**src/shared/wdt_regs.svh**
```systemverilog
// register map, field positions, reset values and timing counts of the watchdog interval timer
`ifndef WDT_REGS_SVH
`define WDT_REGS_SVH

`define WDT_ADDR_WRITE 16'hFFA8
`define WDT_ADDR_CS 16'hFFA8
`define WDT_ADDR_COUNT 16'hFFA9
`define WDT_PASS_COUNT 8'h5A
`define WDT_PASS_CS 8'hA5
`define WDT_CS_RESET 8'h10
`define WDT_COUNT_RESET 8'h00
`define WDT_BIT_OVF 7
`define WDT_BIT_MODE 6
`define WDT_BIT_RUN 5
`define WDT_BIT_RSVD 4
`define WDT_BIT_ACT 3
`define WDT_SYSTEM_CONTROL_BIT_EXT_RESET_SOURCE 3
`define WDT_RESET_HOLD_CYCLES 518

`endif

```
**src/shared/wdt_pkg.sv**
```systemverilog
// types shared by the watchdog interval timer
`default_nettype none
package wdt_pkg;
  typedef struct packed {
    logic overflow_flag;
    logic timer_mode_sel;
    logic timer_run;
    logic reset_action;
    logic [2:0] clk_div_sel;
  } wdt_cs_s;

  typedef struct packed {
    logic valid;
    logic write;
    logic word;
    logic [15:0] addr;
    logic [15:0] wdata;
  } wdt_bus_req_s;

  typedef enum logic [1:0] {
    WDT_ST_IDLE = 2'b00,
    WDT_ST_RESET_HOLD = 2'b01
  } wdt_state_e;
endpackage
`default_nettype wire

```
**src/wdt_top.sv**
```systemverilog
// watchdog interval timer with password-protected register writes
`include "wdt_regs.svh"
`default_nettype none
module wdt_top
  import wdt_pkg::*;
#(
  parameter int HOLD_CYCLES = `WDT_RESET_HOLD_CYCLES
) (
  // clock, reset and standby
  input wire logic clk,
  input wire logic rst,
  input wire logic standby,
  // register bus
  input wire logic bus_valid,
  input wire logic bus_write,
  input wire logic bus_word,
  input wire logic [15:0] bus_addr,
  input wire logic [15:0] bus_wdata,
  output logic [7:0] bus_rdata,
  output logic bus_rvalid,
  // system control read port
  output logic ext_reset_source,
  // events
  output logic interval_irq,
  output logic nmi_req,
  output logic chip_reset_req,
  output logic reset_out_n
);
  //--------------------------------------------------------------
  // bus decode
  //--------------------------------------------------------------
  wdt_bus_req_s req;
  wdt_cs_s cs_reg;
  wdt_cs_s cs_next;
  wdt_state_e state_reg;
  logic [7:0] count_reg;
  logic [7:0] count_next;
  logic ovf_seen_reg;
  logic [9:0] hold_reg;
  logic tick;
  logic wr_word;
  logic wr_count;
  logic wr_cs;
  logic rd_cs;
  logic rd_count;
  logic inc;
  logic rollover;
  logic wd_reset;
  logic [7:0] cs_read;

  assign req = '{valid: bus_valid, write: bus_write, word: bus_word, addr: bus_addr, wdata: bus_wdata};
  assign wr_word = req.valid && req.write && req.word && (req.addr == `WDT_ADDR_WRITE);
  assign wr_count = wr_word && (req.wdata[15:8] == `WDT_PASS_COUNT);
  assign wr_cs = wr_word && (req.wdata[15:8] == `WDT_PASS_CS);
  assign rd_cs = req.valid && !req.write && (req.addr == `WDT_ADDR_CS);
  assign rd_count = req.valid && !req.write && (req.addr == `WDT_ADDR_COUNT);
  assign cs_read = {cs_reg.overflow_flag, cs_reg.timer_mode_sel, cs_reg.timer_run, 1'b1,
                    cs_reg.reset_action, cs_reg.clk_div_sel};

  //--------------------------------------------------------------
  // counter
  //--------------------------------------------------------------
  wdt_prescaler #(.WIDTH(12)) u_prescaler (
    .clk(clk),
    .rst(rst),
    .div_sel(cs_reg.clk_div_sel),
    .tick(tick)
  );

  assign inc = cs_reg.timer_run && tick && !wr_count;
  assign rollover = inc && (count_reg == 8'hFF);
  assign count_next = !cs_reg.timer_run ? `WDT_COUNT_RESET :
                      wr_count ? req.wdata[7:0] :
                      inc ? count_reg + 8'h01 : count_reg;
  assign wd_reset = rollover && cs_reg.timer_mode_sel && cs_reg.reset_action;

  //--------------------------------------------------------------
  // control/status next value
  //--------------------------------------------------------------
  always_comb begin
    cs_next = cs_reg;
    if (wr_cs) begin
      cs_next.timer_mode_sel = req.wdata[`WDT_BIT_MODE];
      cs_next.timer_run = req.wdata[`WDT_BIT_RUN];
      cs_next.reset_action = req.wdata[`WDT_BIT_ACT];
      cs_next.clk_div_sel = req.wdata[2:0];
      if (!req.wdata[`WDT_BIT_OVF] && ovf_seen_reg) begin
        cs_next.overflow_flag = 1'b0;
      end
    end
    // set wins over the write clear; the standby clear wins over both
    if (rollover) begin
      cs_next.overflow_flag = 1'b1;
    end
    if (standby) begin
      cs_next.overflow_flag = 1'b0;
      cs_next.timer_mode_sel = 1'b0;
      cs_next.timer_run = 1'b0;
      cs_next.reset_action = 1'b0;
    end
  end

  //--------------------------------------------------------------
  // registers
  //--------------------------------------------------------------
  always_ff @(posedge clk) begin
    if (rst) begin
      cs_reg <= '0;
      count_reg <= `WDT_COUNT_RESET;
    end else begin
      cs_reg <= cs_next;
      count_reg <= standby ? `WDT_COUNT_RESET : count_next;
    end
  end

  // remembers that the flag was read while set
  always_ff @(posedge clk) begin
    if (rst || standby) begin
      ovf_seen_reg <= 1'b0;
    end else if (rd_cs && cs_reg.overflow_flag) begin
      ovf_seen_reg <= 1'b1;
    end else if (wr_cs || !cs_reg.overflow_flag) begin
      ovf_seen_reg <= 1'b0;
    end
  end

  always_ff @(posedge clk) begin
    if (rst) begin
      bus_rdata <= 8'h00;
      bus_rvalid <= 1'b0;
    end else begin
      bus_rvalid <= rd_cs || rd_count;
      bus_rdata <= rd_cs ? cs_read : (rd_count ? count_reg : 8'h00);
    end
  end

  //--------------------------------------------------------------
  // overflow actions
  //--------------------------------------------------------------
  always_ff @(posedge clk) begin
    if (rst) begin
      interval_irq <= 1'b0;
      nmi_req <= 1'b0;
    end else begin
      interval_irq <= rollover && !cs_reg.timer_mode_sel;
      nmi_req <= rollover && cs_reg.timer_mode_sel && !cs_reg.reset_action;
    end
  end

  // reset hold is cleared by the same rst input as the rest of the timer; it has no reset input of its own
  always_ff @(posedge clk) begin
    if (rst) begin
      state_reg <= WDT_ST_IDLE;
      hold_reg <= 10'h000;
      chip_reset_req <= 1'b0;
      reset_out_n <= 1'b1;
      ext_reset_source <= 1'b1;
    end else begin
      case (state_reg)
        WDT_ST_IDLE: begin
          if (wd_reset) begin
            state_reg <= WDT_ST_RESET_HOLD;
            hold_reg <= 10'(HOLD_CYCLES - 1);
            chip_reset_req <= 1'b1;
            reset_out_n <= 1'b0;
            ext_reset_source <= 1'b0;
          end
        end
        WDT_ST_RESET_HOLD: begin
          if (hold_reg == 10'h000) begin
            state_reg <= WDT_ST_IDLE;
            chip_reset_req <= 1'b0;
            reset_out_n <= 1'b1;
          end else begin
            hold_reg <= hold_reg - 10'h001;
          end
        end
        default: begin
          state_reg <= WDT_ST_IDLE;
        end
      endcase
    end
  end
endmodule
`default_nettype wire

```
**src/wdt_prescaler.sv**
```systemverilog
// free prescaler giving one-cycle count pulses at a selected division
`default_nettype none
module wdt_prescaler
  import wdt_pkg::*;
#(
  parameter int WIDTH = 12
) (
  // clock and reset
  input wire logic clk,
  input wire logic rst,
  // control
  input wire logic [2:0] div_sel,
  // pulse out
  output logic tick
);
  logic [WIDTH-1:0] div_reg;
  logic [WIDTH-1:0] div_next;
  logic [WIDTH-1:0] div_mask;
  assign div_mask = (div_sel == 3'h0) ? WIDTH'(12'h001) :
                    (div_sel == 3'h1) ? WIDTH'(12'h01F) :
                    (div_sel == 3'h2) ? WIDTH'(12'h03F) :
                    (div_sel == 3'h3) ? WIDTH'(12'h07F) :
                    (div_sel == 3'h4) ? WIDTH'(12'h0FF) :
                    (div_sel == 3'h5) ? WIDTH'(12'h1FF) :
                    (div_sel == 3'h6) ? WIDTH'(12'h7FF) : WIDTH'(12'hFFF);
  assign div_next = div_reg + WIDTH'(1);

  always_ff @(posedge clk) begin
    if (rst) begin
      div_reg <= '0;
      tick <= 1'b0;
    end else begin
      div_reg <= div_next;
      tick <= ((div_reg & div_mask) == div_mask);
    end
  end
endmodule
`default_nettype wire

```
**config.mk**
```make
export PLATFORM = sky130hd
export DESIGN_NAME = wdt_top
export DESIGN_NICKNAME = d
export VERILOG_FILES = /design/src/shared/wdt_pkg.sv /design/src/wdt_top.sv /design/src/wdt_prescaler.sv
export VERILOG_INCLUDE_DIRS = /design/src /design/src/shared
export SDC_FILE = /design/constraint.sdc
export NUM_CORES = 1
export LEC_CHECK = 0
export ABC_AREA = 1
export BUFFER_PORTS_ARGS = -buffer_cell sky130_fd_sc_hd__clkbuf_2
export CAP_MARGIN = 25
export CORE_UTILIZATION = 51
export DETAILED_ROUTE_END_ITERATION = 6
export PLACE_DENSITY = 0.75
export REMOVE_ABC_BUFFERS = 1
export SLEW_MARGIN = 20
export SYNTH_ARGS = -nofsm -noshare
export SYNTH_HDL_FRONTEND = slang
export SYNTH_SLANG_ARGS = --single-unit
```
**constraint.sdc**
```tcl
create_clock -name clk -period 2.2 [get_ports clk]
set_input_delay 0.22 -clock clk [delete_from_list [all_inputs] [get_ports clk]]
set_output_delay 0.22 -clock clk [all_outputs]
set_load 0.01 [all_outputs]
```
# == Yosys cells after proc, flatten, opt, wreduce, memory -nomap -nowiden ==
# Index checks and enable logic that the tools add are counted.
# op_classes
eq_ne,16
n_bitwise,2
add_sub_neg,3
n_reduce_logical,41
n_mux,28
# ops
cell,count
$mux 12,7
$eq 16x16->1 const B,2
$mux 8,4
$mux 10,2
$pmux 10 s2,1
$logic_and 1x1->1,17
$eq 8x8->1 const B,2
$add 12x1->12 const B,1
$and 12x12->12,1
$eq 12x12->1,1
$logic_not 10->1,1
$reduce_bool 2->1,5
$sub 10x1->10 const B,1
$eq 3x3->1 const B,3
$add 8x1->8 const B,1
$eq 8x7->1 const B,1
$mux 1,8
$mux 7,1
$eq 3x2->1 const B,2
$logic_not 1->1,6
$ne 2x2->1 const B,3
$reduce_and 2->1,3
$reduce_and 3->1,2
$mux 2,2
10 further kinds,13
# totals
input_bits,38
out_inout_bits,14
register_bits,55
wordCells,108

# == Logic depth before layout (Yosys ltp) ==
# Gate-level depths: netlist of the first run.
# logic_depth
word_depth,11
ltp_mapped,12
depth_no_buf,12

# == Hierarchy ==
# Synthesis of the first run repeated with hierarchy kept, for this count alone.
# unflattened
cells_unflattened,383
area_unflattened_um2,2778.9
# modules_own_cells
mod,instances,cells_each,seq_area_each_um2,area_each_um2
wdt_top,1,290,800.8,2119.5
wdt_prescaler,1,93,260.2,659.4

# == Worst setup path after synthesis of the first run ==
# No wires, ideal clock.
# synth_path
kind,reg-to-reg
start,reg hold_reg[0]
end,reg hold_reg[2]
arrival_time_ns,1.392
n_path_buf,1
required_ns,2.086
slack_ns,0.694
period_less_slack_ns,1.506
stages_incl_launch_ff,11
setup_time_ns,0.114
cell_sequence,dfxtp_1 -> inv_1 -> ha_1 -> nand2_2 -> nor3_4 -> nand3_2 -> nand2_4 -> buf_8 -> nand2_1 -> o21bai_1 -> inv_1
# synth_via
elab_chain_cells,3
word_cells_on_any_way,6
classes_between,1 x add/sub; 1 x eq/ne; 2 x mux; 2 x reduce/logical
# synth_lines
item,line_no,text
from (decl),wdt_top.sv:39,logic [9:0] hold_reg;
from (signal assigned),wdt_top.sv:163,hold_reg <= 10'(HOLD_CYCLES - 1);
from (signal assigned),wdt_top.sv:175,hold_reg <= hold_reg - 10'h001;
$sub 10x1->10 or $logic_not 10->1 (tied branches),"wdt_top.sv:175, wdt_top.sv:170",
$mux 10 or $ne 2x2->1 (tied branches),n/a,
$pmux 10 s2 or $reduce_and 3->1 (tied branches),n/a,
# Several ways; a longest one is shown, not always the timed one. The select of a mux whose other input is x is not followed.
# A chain may end at the register's enable or synchronous reset.

# == Worst setup path after layout of the first run ==
# layout_path
start,reg count_reg[1]
end,reg hold_reg[6]
# layout_via
elab_chain_cells,6
# layout_lines
item,line_no,text
from (decl),wdt_top.sv:36,logic [7:0] count_reg;
from (signal assigned),wdt_top.sv:109,count_reg <= `WDT_COUNT_RESET;
from (signal assigned),wdt_top.sv:112,count_reg <= standby ? `WDT_COUNT_RESET : count_next;
$eq 8x8->1,wdt_top.sv:71,assign rollover = inc && (count_reg == 8'hFF);
$logic_and 1x1->1,wdt_top.sv:71,
$logic_and 1x1->1 (2 in series),wdt_top.sv:75,assign wd_reset = rollover && cs_reg.timer_mode_sel && cs_reg.reset_action;
$ne 2x2->1 (no line),n/a,
$reduce_and 3->1 (no line),n/a,
# No other way between the ends.

==> results of run 1 <==
==> per-layer routing <==
metal  vias to the layer above  track usage  share of wire
met5                         -            0              0
met1                      1071        0.282           0.46
met4                         0       0.0806          0.016
met3                        11       0.0428          0.043
li1                       1262            -              -
met2                        55        0.399           0.48
==> cell families after synthesis <==
logic type / after synthesis
xor+xnor: 10
compound gates: 62
fa+ha+maj: 3
buf+inv: 62
simple gates: 168
flops: 53
==> final timing paths <==
path	startpoint	endpoint	slack, ps	cells after the start
worst max register to register	count_reg[1]	hold_reg[6]	520	6
worst min-delay path	bus_wdata[5]	count_reg[5]	190	2
worst max-delay path	count_reg[1]	hold_reg[6]	520	6
worst min register to register	cs_read[6]	interval_irq	450	1
==> cells in the final DEF, fill, tap and decap left out, types with 3 or more instances in the layout <==
cell / count
a211oi_1: 4
a21oi_1: 28
clkbuf_2: 51
clkbuf_8: 6
dfxtp_1: 53
ha_1: 3
inv_1: 54
nand2_1: 61
nand2_2: 3
nand3_1: 31
nand4_1: 3
nor2_1: 46
nor3_1: 11
o21ai_0: 25
xor2_1: 10
==> synthesized netlist by cell type, types with 4 or more instances <==
| cell type | count | area share |
|---|---|---|
| xor2_1 | 10 | 0.034 |
| clkbuf_1 | 4 | 0.0058 |
| nor2_1 | 46 | 0.067 |
| o21ai_0 | 25 | 0.049 |
| nand2_1 | 61 | 0.089 |
| a21oi_1 | 28 | 0.055 |
| a211oi_1 | 4 | 0.012 |
| nor3_1 | 11 | 0.021 |
| dfxtp_1 | 53 | 0.41 |
| nand3_1 | 31 | 0.060 |
| inv_1 | 54 | 0.079 |
==> area by class of cell <==
type	count	area, um2
clock buffers	7	86.3
clock inverters	1	30.0
fillers	452	1800
inverters	55	206
multi-input cells	243	1250
flip-flops and latches	53	1060
well taps	67	83.8
repair buffers	53	270
==> where the power goes <==
group          switching (mW)  internal [mW]  leakage [nW]  total (mW)
clock                   0.313          0.371        0.0585       0.684
sequential            0.00487          0.964         0.428       0.969
combinational          0.0397         0.0375         0.931      0.0772
total                   0.357           1.37          1.42        1.73
==> stage by stage <==
| step | instances | hold slack [ps] | instance area (um2) | util |
|---|---|---|---|---|
| after detailed placement | 471 | 434 | 2870 | 0.601 |
| after CTS | 479 | 175 | 2990 | 0.625 |
| after global routing | 479 | 176 | 2990 | 0.625 |
| after global placement | 471 | 435 | 2870 | 0.601 |
| final | 479 | 189 | 2990 | 0.625 |
| after floorplan | 351 | 287 | 2520 | - |
==> summary.md, run 1 <==
| Metric | Value |
|---|---|
| Fin Setup TNS | `0 ps` |
| #FFs+latches synth | `53` |
| Antenna diode count | `0` |
| Mean number of vias per cell | `5.01` |
| Compound-Gate Fraction of Synth Area | `0.132` |
| VDD IR-drop max | `0.375 mV` |
| Kind of cell adding the most delay to the critical path | `simple AND/OR/NAND/NOR gates` |
| Post-DP HPWL | `4.02 mm` |
| Final period utilization | `0.765` |
| Hold-fix buffers, CTS | `0` |
| Die area | `0.00532 mm2` |
| Post-Synth Adder-Cell Area | `0.0146` |
| Grt ovf | `0` |
| Tot Pwr | `1.73 mW` |
| Post-DR wirelength/cell | `11.1 um` |
| Max FFs per register | `12` |
| RePlAce Congestion | `0.852` |
| Starting density of the core | `0.536` |
| Max FO, Critical Path | `16` |
| Fin. Hold Viols | `0` |
| Synth cell types | `31` |
| Pwr/cell area | `579 mW/mm2` |
| Post-Route WL | `5.33 mm` |
| Crit path kind | `reg2reg` |
| Status | `finished clean` |
| Asr flop ratio synth | `0` |
| Gate Count Post-Synth | `358` |
| Post-cts sizing count | `0` |
| Worst setup SP type | `flip-flop` |
| WP data required | `2400 ps` |
| DR pass1 iterations | `4` |
| Sink Count | `53` |
| Drt drc | `0` |
| Synthesis-to-finish area growth | `16.5%` |
| CTS Buf Count | `5` |
| Port bufs | `51` |
| Core box area | `0.00479 mm2` |
| Tot GR Track Use | `0.229` |
| Die Ht | `72.9 um` |
| Crit-path slowest cell | `dfxtp_1` |
| Maximum operating frequency | `594 MHz` |
| Share of layout cells above drive strength 1 | `0.180` |
| Ys flop type | `dfxtp_1` |
| Slew @ Worst Pin | `519 ps` |
| Final Setup Violations | `0` |
| Sequential area share after synthesis | `0.413` |
| I/O pin total | `52` |
| Max Slew Vio Count | `0` |
| Root buffer cell | `clkbuf_8` |
| Min Clock Period, post-route | `1680 ps` |
| Number of enable flip-flop cells after synthesis | `0` |
| Post-DRT Antenna Nets | `0` |
| Worst EP arrival | `1890 ps` |
| Die width | `72.9 um` |
| XOR/XNOR Fraction of Synth Area | `0.0341` |
| Synth Area in Simple Gates | `0.307` |
| Final net count | `452` |
| Relative slew slack | `0.653` |
| Worst Path Buf+Inv | `0` |
| Largest net degree at the start of global routing | `20` |
| Vias in the first global route | `2265` |
| Post-CTS Setup Repair Bufs | `0` |
| Final Worst Setup Slack | `516 ps` |
| Largest family of logic cells by synthesized area | `simple AND/OR/NAND/NOR gates` |
| Static leakage | `1.42 nW` |
| CTS tree | `yes` |
| Clock buffer depth | `2` |
| Yosys warns | `0` |
| Initial antenna violation count | `0` |
| First-pass GRT wire length | `9.43 mm` |
| Cell Area, Synth | `0.00257 mm2` |
| Skew final | `5.99 ps` |
| HP Class | `in2reg` |
| Maximum Capacitance Violations | `0` |
| H-tree levels | `2` |
| Slowest stage delay, CP | `400 ps` |
| Vias | `2399` |
| Worst skew pair latency | `310 ps` |
| DRT iter0 DRCs | `114` |
| Avg Synthesized Cell Area | `7.17 um2` |
| CP Capture Type | `flip-flop` |
| Setup WS pre-CTS | `528 ps` |
| Mux cell area share after synthesis | `0` |
| Reg clk slew, reported paths | `90 ps` |
| # rows | `25` |
| RSZ-0062 raised after global routing | `false` |
| Cell breakdown of the critical path | `ha_1 -> nand3_1 -> nor4_4 -> nand4_4 -> a21oi_1 -> nor2_1` |
Note: power is estimated with default switching activity, not from simulation.
==> run 2: changes to the inputs <==
==> constraint.sdc (replaced) <==
create_clock -name clk -period 1.6 [get_ports clk]
set_input_delay 0.16 -clock clk [delete_from_list [all_inputs] [get_ports clk]]
set_output_delay 0.16 -clock clk [all_outputs]
set_load 0.01 [all_outputs]
==> run 2 against run 1 <==
Compared with the run above: final cell count increased by 4.2%; clock power increased by 9.5%; core utilization increased by 4.4 points; setup slack got worse by 410 ps; via count increased by 4.4%; global-route usage increased by 0.34 points; critical path depth increased by 2; critical path type unchanged.
==> summary.md, run 2 (synthesized netlist as in run 1, its figures left out) <==
| Metric | Value |
|---|---|
| Fin. Hold Viols | `0` |
| Worst setup SP type | `flip-flop` |
| Setup WS pre-CTS | `-14.6 ps` |
| Worst Path Buf+Inv | `1` |
| Cell breakdown of the critical path | `nor2_2 -> nand2_1 -> nor3_4 -> nand3_2 -> nand2_4 -> buf_4 -> nand3_1 -> a21oi_2` |
| Skew final | `5.33 ps` |
| Fin Setup TNS | `0 ps` |
| # rows | `25` |
| WP data required | `1840 ps` |
| Antenna diode count | `0` |
| Core box area | `0.00479 mm2` |
| First-pass GRT wire length | `9.59 mm` |
| Starting density of the core | `0.536` |
| Non-Filler Instances | `499` |
| H-tree levels | `2` |
| Final Instance Area | `0.00320 mm2` |
| Vias in the first global route | `2225` |
| Synthesis-to-finish area growth | `24.7%` |
| Clock buffer depth | `2` |
| Relative slew slack | `0.694` |
| Crit path kind | `reg2reg` |
| Static leakage | `1.50 nW` |
| Post-DP HPWL | `4.14 mm` |
| Status | `finished clean` |
| Mean number of vias per cell | `5.02` |
| Worst EP arrival | `1730 ps` |
| Largest net degree at the start of global routing | `16` |
| Most frequent cells in the layout | `61 x nand2_1, 51 x inv_1, 51 x clkbuf_2` |
| CP Capture Type | `flip-flop` |
| Die Ht | `72.9 um` |
| Share of layout cells above drive strength 1 | `0.257` |
| Maximum Capacitance Violations | `0` |
| Final net count | `473` |
| DP Cell Count | `481` |
| DR pass1 iterations | `4` |
| Max Slew Vio Count | `0` |
| Max FFs per register | `12` |
| Tot GR Track Use | `0.232` |
| Sink Count | `53` |
| Post-DP Area | `0.00295 mm2` |
| Hold-fix buffers, CTS | `0` |
| Final Setup Violations | `0` |
| RePlAce Congestion | `0.850` |
| Kind of cell adding the most delay to the critical path | `simple AND/OR/NAND/NOR gates` |
| Grt ovf | `0` |
| Post-Route WL | `5.84 mm` |
| Reg clk slew, reported paths | `90 ps` |
| Min Clock Period, post-route | `1490 ps` |
| RSZ-0062 raised after global routing | `true` |
| Slew @ Worst Pin | `456 ps` |
| Root buffer cell | `clkbuf_8` |
| Port bufs | `51` |
| Leading cell type in the layout, fill and taps excluded | `nand2_1` |
| Vias | `2504` |
| Die area | `0.00532 mm2` |
| CTS Buf Count | `5` |
| DRT iter0 DRCs | `139` |
| HP Class | `in2reg` |
| Crit-path slowest cell | `dfxtp_2` |
| Max FO, Critical Path | `6` |
| Die width | `72.9 um` |
| Maximum operating frequency | `669 MHz` |
| Final period utilization | `0.934` |
| Pwr/cell area | `685 mW/mm2` |
| VDD IR-drop max | `0.467 mV` |
| Final Worst Setup Slack | `106 ps` |
| I/O pin total | `52` |
| CTS tree | `yes` |
| Slowest stage delay, CP | `360 ps` |
| Post-DR wirelength/cell | `11.7 um` |
| Initial antenna violation count | `0` |
| Worst skew pair latency | `300 ps` |
| Post-DRT Antenna Nets | `0` |
| Drt drc | `0` |
run 2: layout make-up:
class                   count  area, um2
clock buffers               6       82.6
clock inverters             1       7.51
fillers                   424       1590
inverters                  55        206
multi-input cells         245       1330
flip-flops and latches     53       1070
well taps                  67       83.8
repair buffers             72        425
run 2: path summary, 6_finish.rpt:
check | startpoint | end | slack (ps) | cells past startpoint
max | hold_reg[5] | hold_reg[7] | 110 | 8
min | bus_wdata[5] | count_reg[5] | 130 | 2
min reg2reg | ext_reset_source | ext_reset_source | 460 | 2
max reg2reg | hold_reg[5] | hold_reg[7] | 110 | 8
run 2: metal layers:
layer / track usage / up-vias / share of wire
met5: 0 / - / 0
met4: 0.0632 / 0 / 0.0094
met3: 0.0497 / 6 / 0.065
met2: 0.397 / 77 / 0.49
met1: 0.296 / 1111 / 0.44
li1: - / 1310 / -
run 2: timing repair:
action                                  4_1_cts  5_1_grt
resized for setup                             4       16
cloned                                        1        1
buffers inserted                              5        4
endpoints found under the setup margin        1       17
pin swaps                                     3        7
run 2: where the power goes:
part | switching [mW] | internal, mW | total, mW
Clock | 0.407 | 0.343 | 0.749
Sequential | 0.00550 | 1.33 | 1.33
Combinational | 0.0576 | 0.0555 | 0.113
Total | 0.470 | 1.72 | 2.19
run 2: metrics by stage:
step	utilization	hold WS (ps)	total power, mW
after global placement	0.616	426	1.47
after floorplan	-	227	1.40
final	0.669	125	2.19
after detailed placement	0.616	426	1.47
after CTS	0.652	117	2.21
after global routing	0.669	120	2.28
run 2: worst reg2reg max path: cells and delay by family, from the launching register on:
family,cells,cell delay [ps]
AO/OA/AOI/OAI,1,140
flip-flops,1,360
buffers and inverters,1,120
AND/OR/NAND/NOR,6,830
==> run 3: changes to the inputs <==
--- a/config.mk
+++ b/config.mk
@@ -6,12 +6,13 @@
 export SDC_FILE = /design/constraint.sdc
 export NUM_CORES = 1
 export LEC_CHECK = 0
-export ABC_AREA = 1
 export BUFFER_PORTS_ARGS = -buffer_cell sky130_fd_sc_hd__clkbuf_2
 export CAP_MARGIN = 25
-export CORE_UTILIZATION = 51
+export CELL_PAD_IN_SITES_DETAIL_PLACEMENT = 1
+export CELL_PAD_IN_SITES_GLOBAL_PLACEMENT = 1
+export CORE_UTILIZATION = 41
 export DETAILED_ROUTE_END_ITERATION = 6
-export PLACE_DENSITY = 0.75
+export PLACE_DENSITY_LB_ADDON = 0.1
 export REMOVE_ABC_BUFFERS = 1
 export SLEW_MARGIN = 20
 export SYNTH_ARGS = -nofsm -noshare
==> run 3 against run 2 <==
Compared with the run above: the run now ends with negative setup slack left; register-to-register slack got worse by 130 ps; critical path type unchanged; critical path depth fell by 3; final cell count fell by 9.2%; total power rose by 0.83%; maximum frequency fell by 7.8%; critical endpoint unchanged; sequential power barely moved; die area rose by 24%; routed wire length rose by 28%.
==> summary.md, run 3 <==
| Metric | Value |
|---|---|
| Yosys warns | `0` |
| Clock buffer depth | `2` |
| Status | `finished with violations` |
| Number of enable flip-flop cells after synthesis | `0` |
| Maximum operating frequency | `617 MHz` |
| Vias in the first global route | `2613` |
| Post-DR wirelength/cell | `16.5 um` |
| Hold-fix buffers, CTS | `0` |
| WP data required | `1850 ps` |
| Gate Count Post-Synth | `288` |
| Largest net degree at the start of global routing | `17` |
| Max Slew Vio Count | `0` |
| Final net count | `418` |
| Asr flop ratio synth | `0` |
| Grt ovf | `0` |
| Top area cells in the synthesized netlist | `dfxtp_1 41%, nand3_1 4.1%, nor2_1 3.9%` |
| Yosys top cell area share | `0.411` |
| Sequential area share after synthesis | `0.411` |
| Antenna diode count | `0` |
| Root buffer cell | `clkbuf_8` |
| Most numerous cell in the Yosys netlist | `dfxtp_1` |
| CTS tree | `yes` |
| Failing checks | `negative setup slack` |
| Post-DRT Antenna Nets | `0` |
| CTS Buf Count | `5` |
| Final Setup Violations | `1` |
| RePlAce Congestion | `0.832` |
| Die width | `81.3 um` |
| Final Worst Setup Slack | `-20.8 ps` |
| VDD IR-drop max | `0.440 mV` |
| Area leader, netlist | `dfxtp_1` |
| Vias | `2620` |
| Die area | `0.00661 mm2` |
| Synth top cells by count | `53 x dfxtp_1, 27 x nor2_1, 21 x nand3_1` |
| Die Ht | `81.3 um` |
| DP Cell Count | `443` |
| Initial antenna violation count | `0` |
| Sink Count | `53` |
| Core box area | `0.00599 mm2` |
| Drt drc | `0` |
| Non-Filler Instances | `453` |
| Final period utilization | `1.01` |
| Tot GR Track Use | `0.237` |
| First-pass GRT wire length | `12.1 mm` |
| Post-DP HPWL | `5.72 mm` |
| Leading cell type in the layout, fill and taps excluded | `clkbuf_2` |
| Worst skew pair latency | `300 ps` |
| Setup WS pre-CTS | `-126 ps` |
| Reg clk slew, reported paths | `100 ps` |
| DRT iter0 DRCs | `99` |
| Slew @ Worst Pin | `429 ps` |
| Crit path kind | `reg2reg` |
| Worst EP arrival | `1870 ps` |
| Max FFs per register | `12` |
| DR pass1 iterations | `5` |
| Cell Area, Synth | `0.00258 mm2` |
| # rows | `28` |
| Static leakage | `1.30 nW` |
| Synth cell types | `51` |
| I/O pin total | `52` |
| Relative slew slack | `0.712` |
| CP Capture Type | `flip-flop` |
| Maximum Capacitance Violations | `0` |
| Fin Setup TNS | `-20.8 ps` |
| Ys flop type | `dfxtp_1` |
| Mean number of vias per cell | `5.78` |
| Worst setup SP type | `flip-flop` |
| Most frequent cells in the layout | `51 x clkbuf_2, 50 x dfxtp_1, 38 x buf_4` |
| Min Clock Period, post-route | `1620 ps` |
| Port bufs | `51` |
| Pwr/cell area | `649 mW/mm2` |
| #FFs+latches synth | `53` |
| HP Class | `in2reg` |
| Skew final | `7.61 ps` |
| Max FO, Critical Path | `4` |
| Share of layout cells above drive strength 1 | `0.344` |
| Starting density of the core | `0.430` |
| Fin. Hold Viols | `0` |
| H-tree levels | `2` |
| Avg Synthesized Cell Area | `8.95 um2` |
| Synthesis-to-finish area growth | `32.2%` |
| RSZ-0062 raised after global routing | `true` |
| Post-Route WL | `7.47 mm` |
[run 3: through the flow]
| step | utilization | power (mW) | hold WS, ps | area, um2 |
|---|---|---|---|---|
| 2_1_floorplan | - | 1.40 | 226 | 2520 |
| 3_3_place_gp | 0.528 | 1.49 | 434 | 3160 |
| 3_5_place_dp | 0.528 | 1.49 | 437 | 3160 |
| 4_1_cts | 0.551 | 2.24 | 107 | 3300 |
| 5_1_grt | 0.569 | 2.30 | 108 | 3410 |
| 6_report | 0.569 | 2.21 | 111 | 3410 |
[run 3: worst paths after layout]
| path | from | end | slack, ps | cells after the start |
|---|---|---|---|---|
| max reg2reg | hold_reg[0] | hold_reg[7] | -20 | 5 |
| min | bus_wdata[1] | cs_read[1] | 110 | 3 |
| min reg2reg | ext_reset_source | ext_reset_source | 460 | 1 |
| max | hold_reg[0] | hold_reg[7] | -20 | 5 |
[run 3: cell type report]
type / count / area (um2)
Sequential cell: 53 / 1060
Multi-Input combinational cell: 215 / 1550
Timing Repair Buffer: 92 / 574
Clock inverter: 2 / 15.0
Tap cell: 75 / 93.8
Clock buffer: 6 / 72.6
Inverter: 10 / 37.5
Fill cell: 718 / 2580
[run 3: cells by family after synthesis]
group | count (synthesis) | share of synthesized area
AOI/OAI and AO/OA | 67 | 0.178
and+or+nand+nor | 122 | 0.277
adders and majority gates | 3 | 0.0146
xor gates and xnor gates | 14 | 0.0476
DFF | 53 | 0.411
buffers and inverters | 20 | 0.0369
muxes | 9 | 0.0349
[run 3: metal layers]
layer  GRT usage  routed length [um]  vias to the layer above  part of all wire
li1            -                   -                     1271                 -
met1       0.306                3500                     1289              0.47
met2       0.398                3610                       54              0.48
met3      0.0472                 280                        6             0.037
met4      0.0625                  81                        0             0.011
met5           0                   0                        -                 0
[run 3: repair_timing]
item	4_1_cts	5_1_grt
buffers inserted	1	1
resized for setup	7	21
pin swaps	3	7
setup endpoints to repair	8	14
[run 3: worst max-delay path, stage by stage, from the launching register on]
cell      delay (ps)
dfxtp_2          330
buf_4            140
or4_4            460
a2111o_1         410
a21oi_1          130
a41o_1           100
[run 3: where the power goes]
| part | internal (mW) | switching [mW] |
|---|---|---|
| clock | 0.309 | 0.442 |
| combinational | 0.0645 | 0.0623 |
| sequential | 1.33 | 0.00814 |
| total | 1.70 | 0.513 |
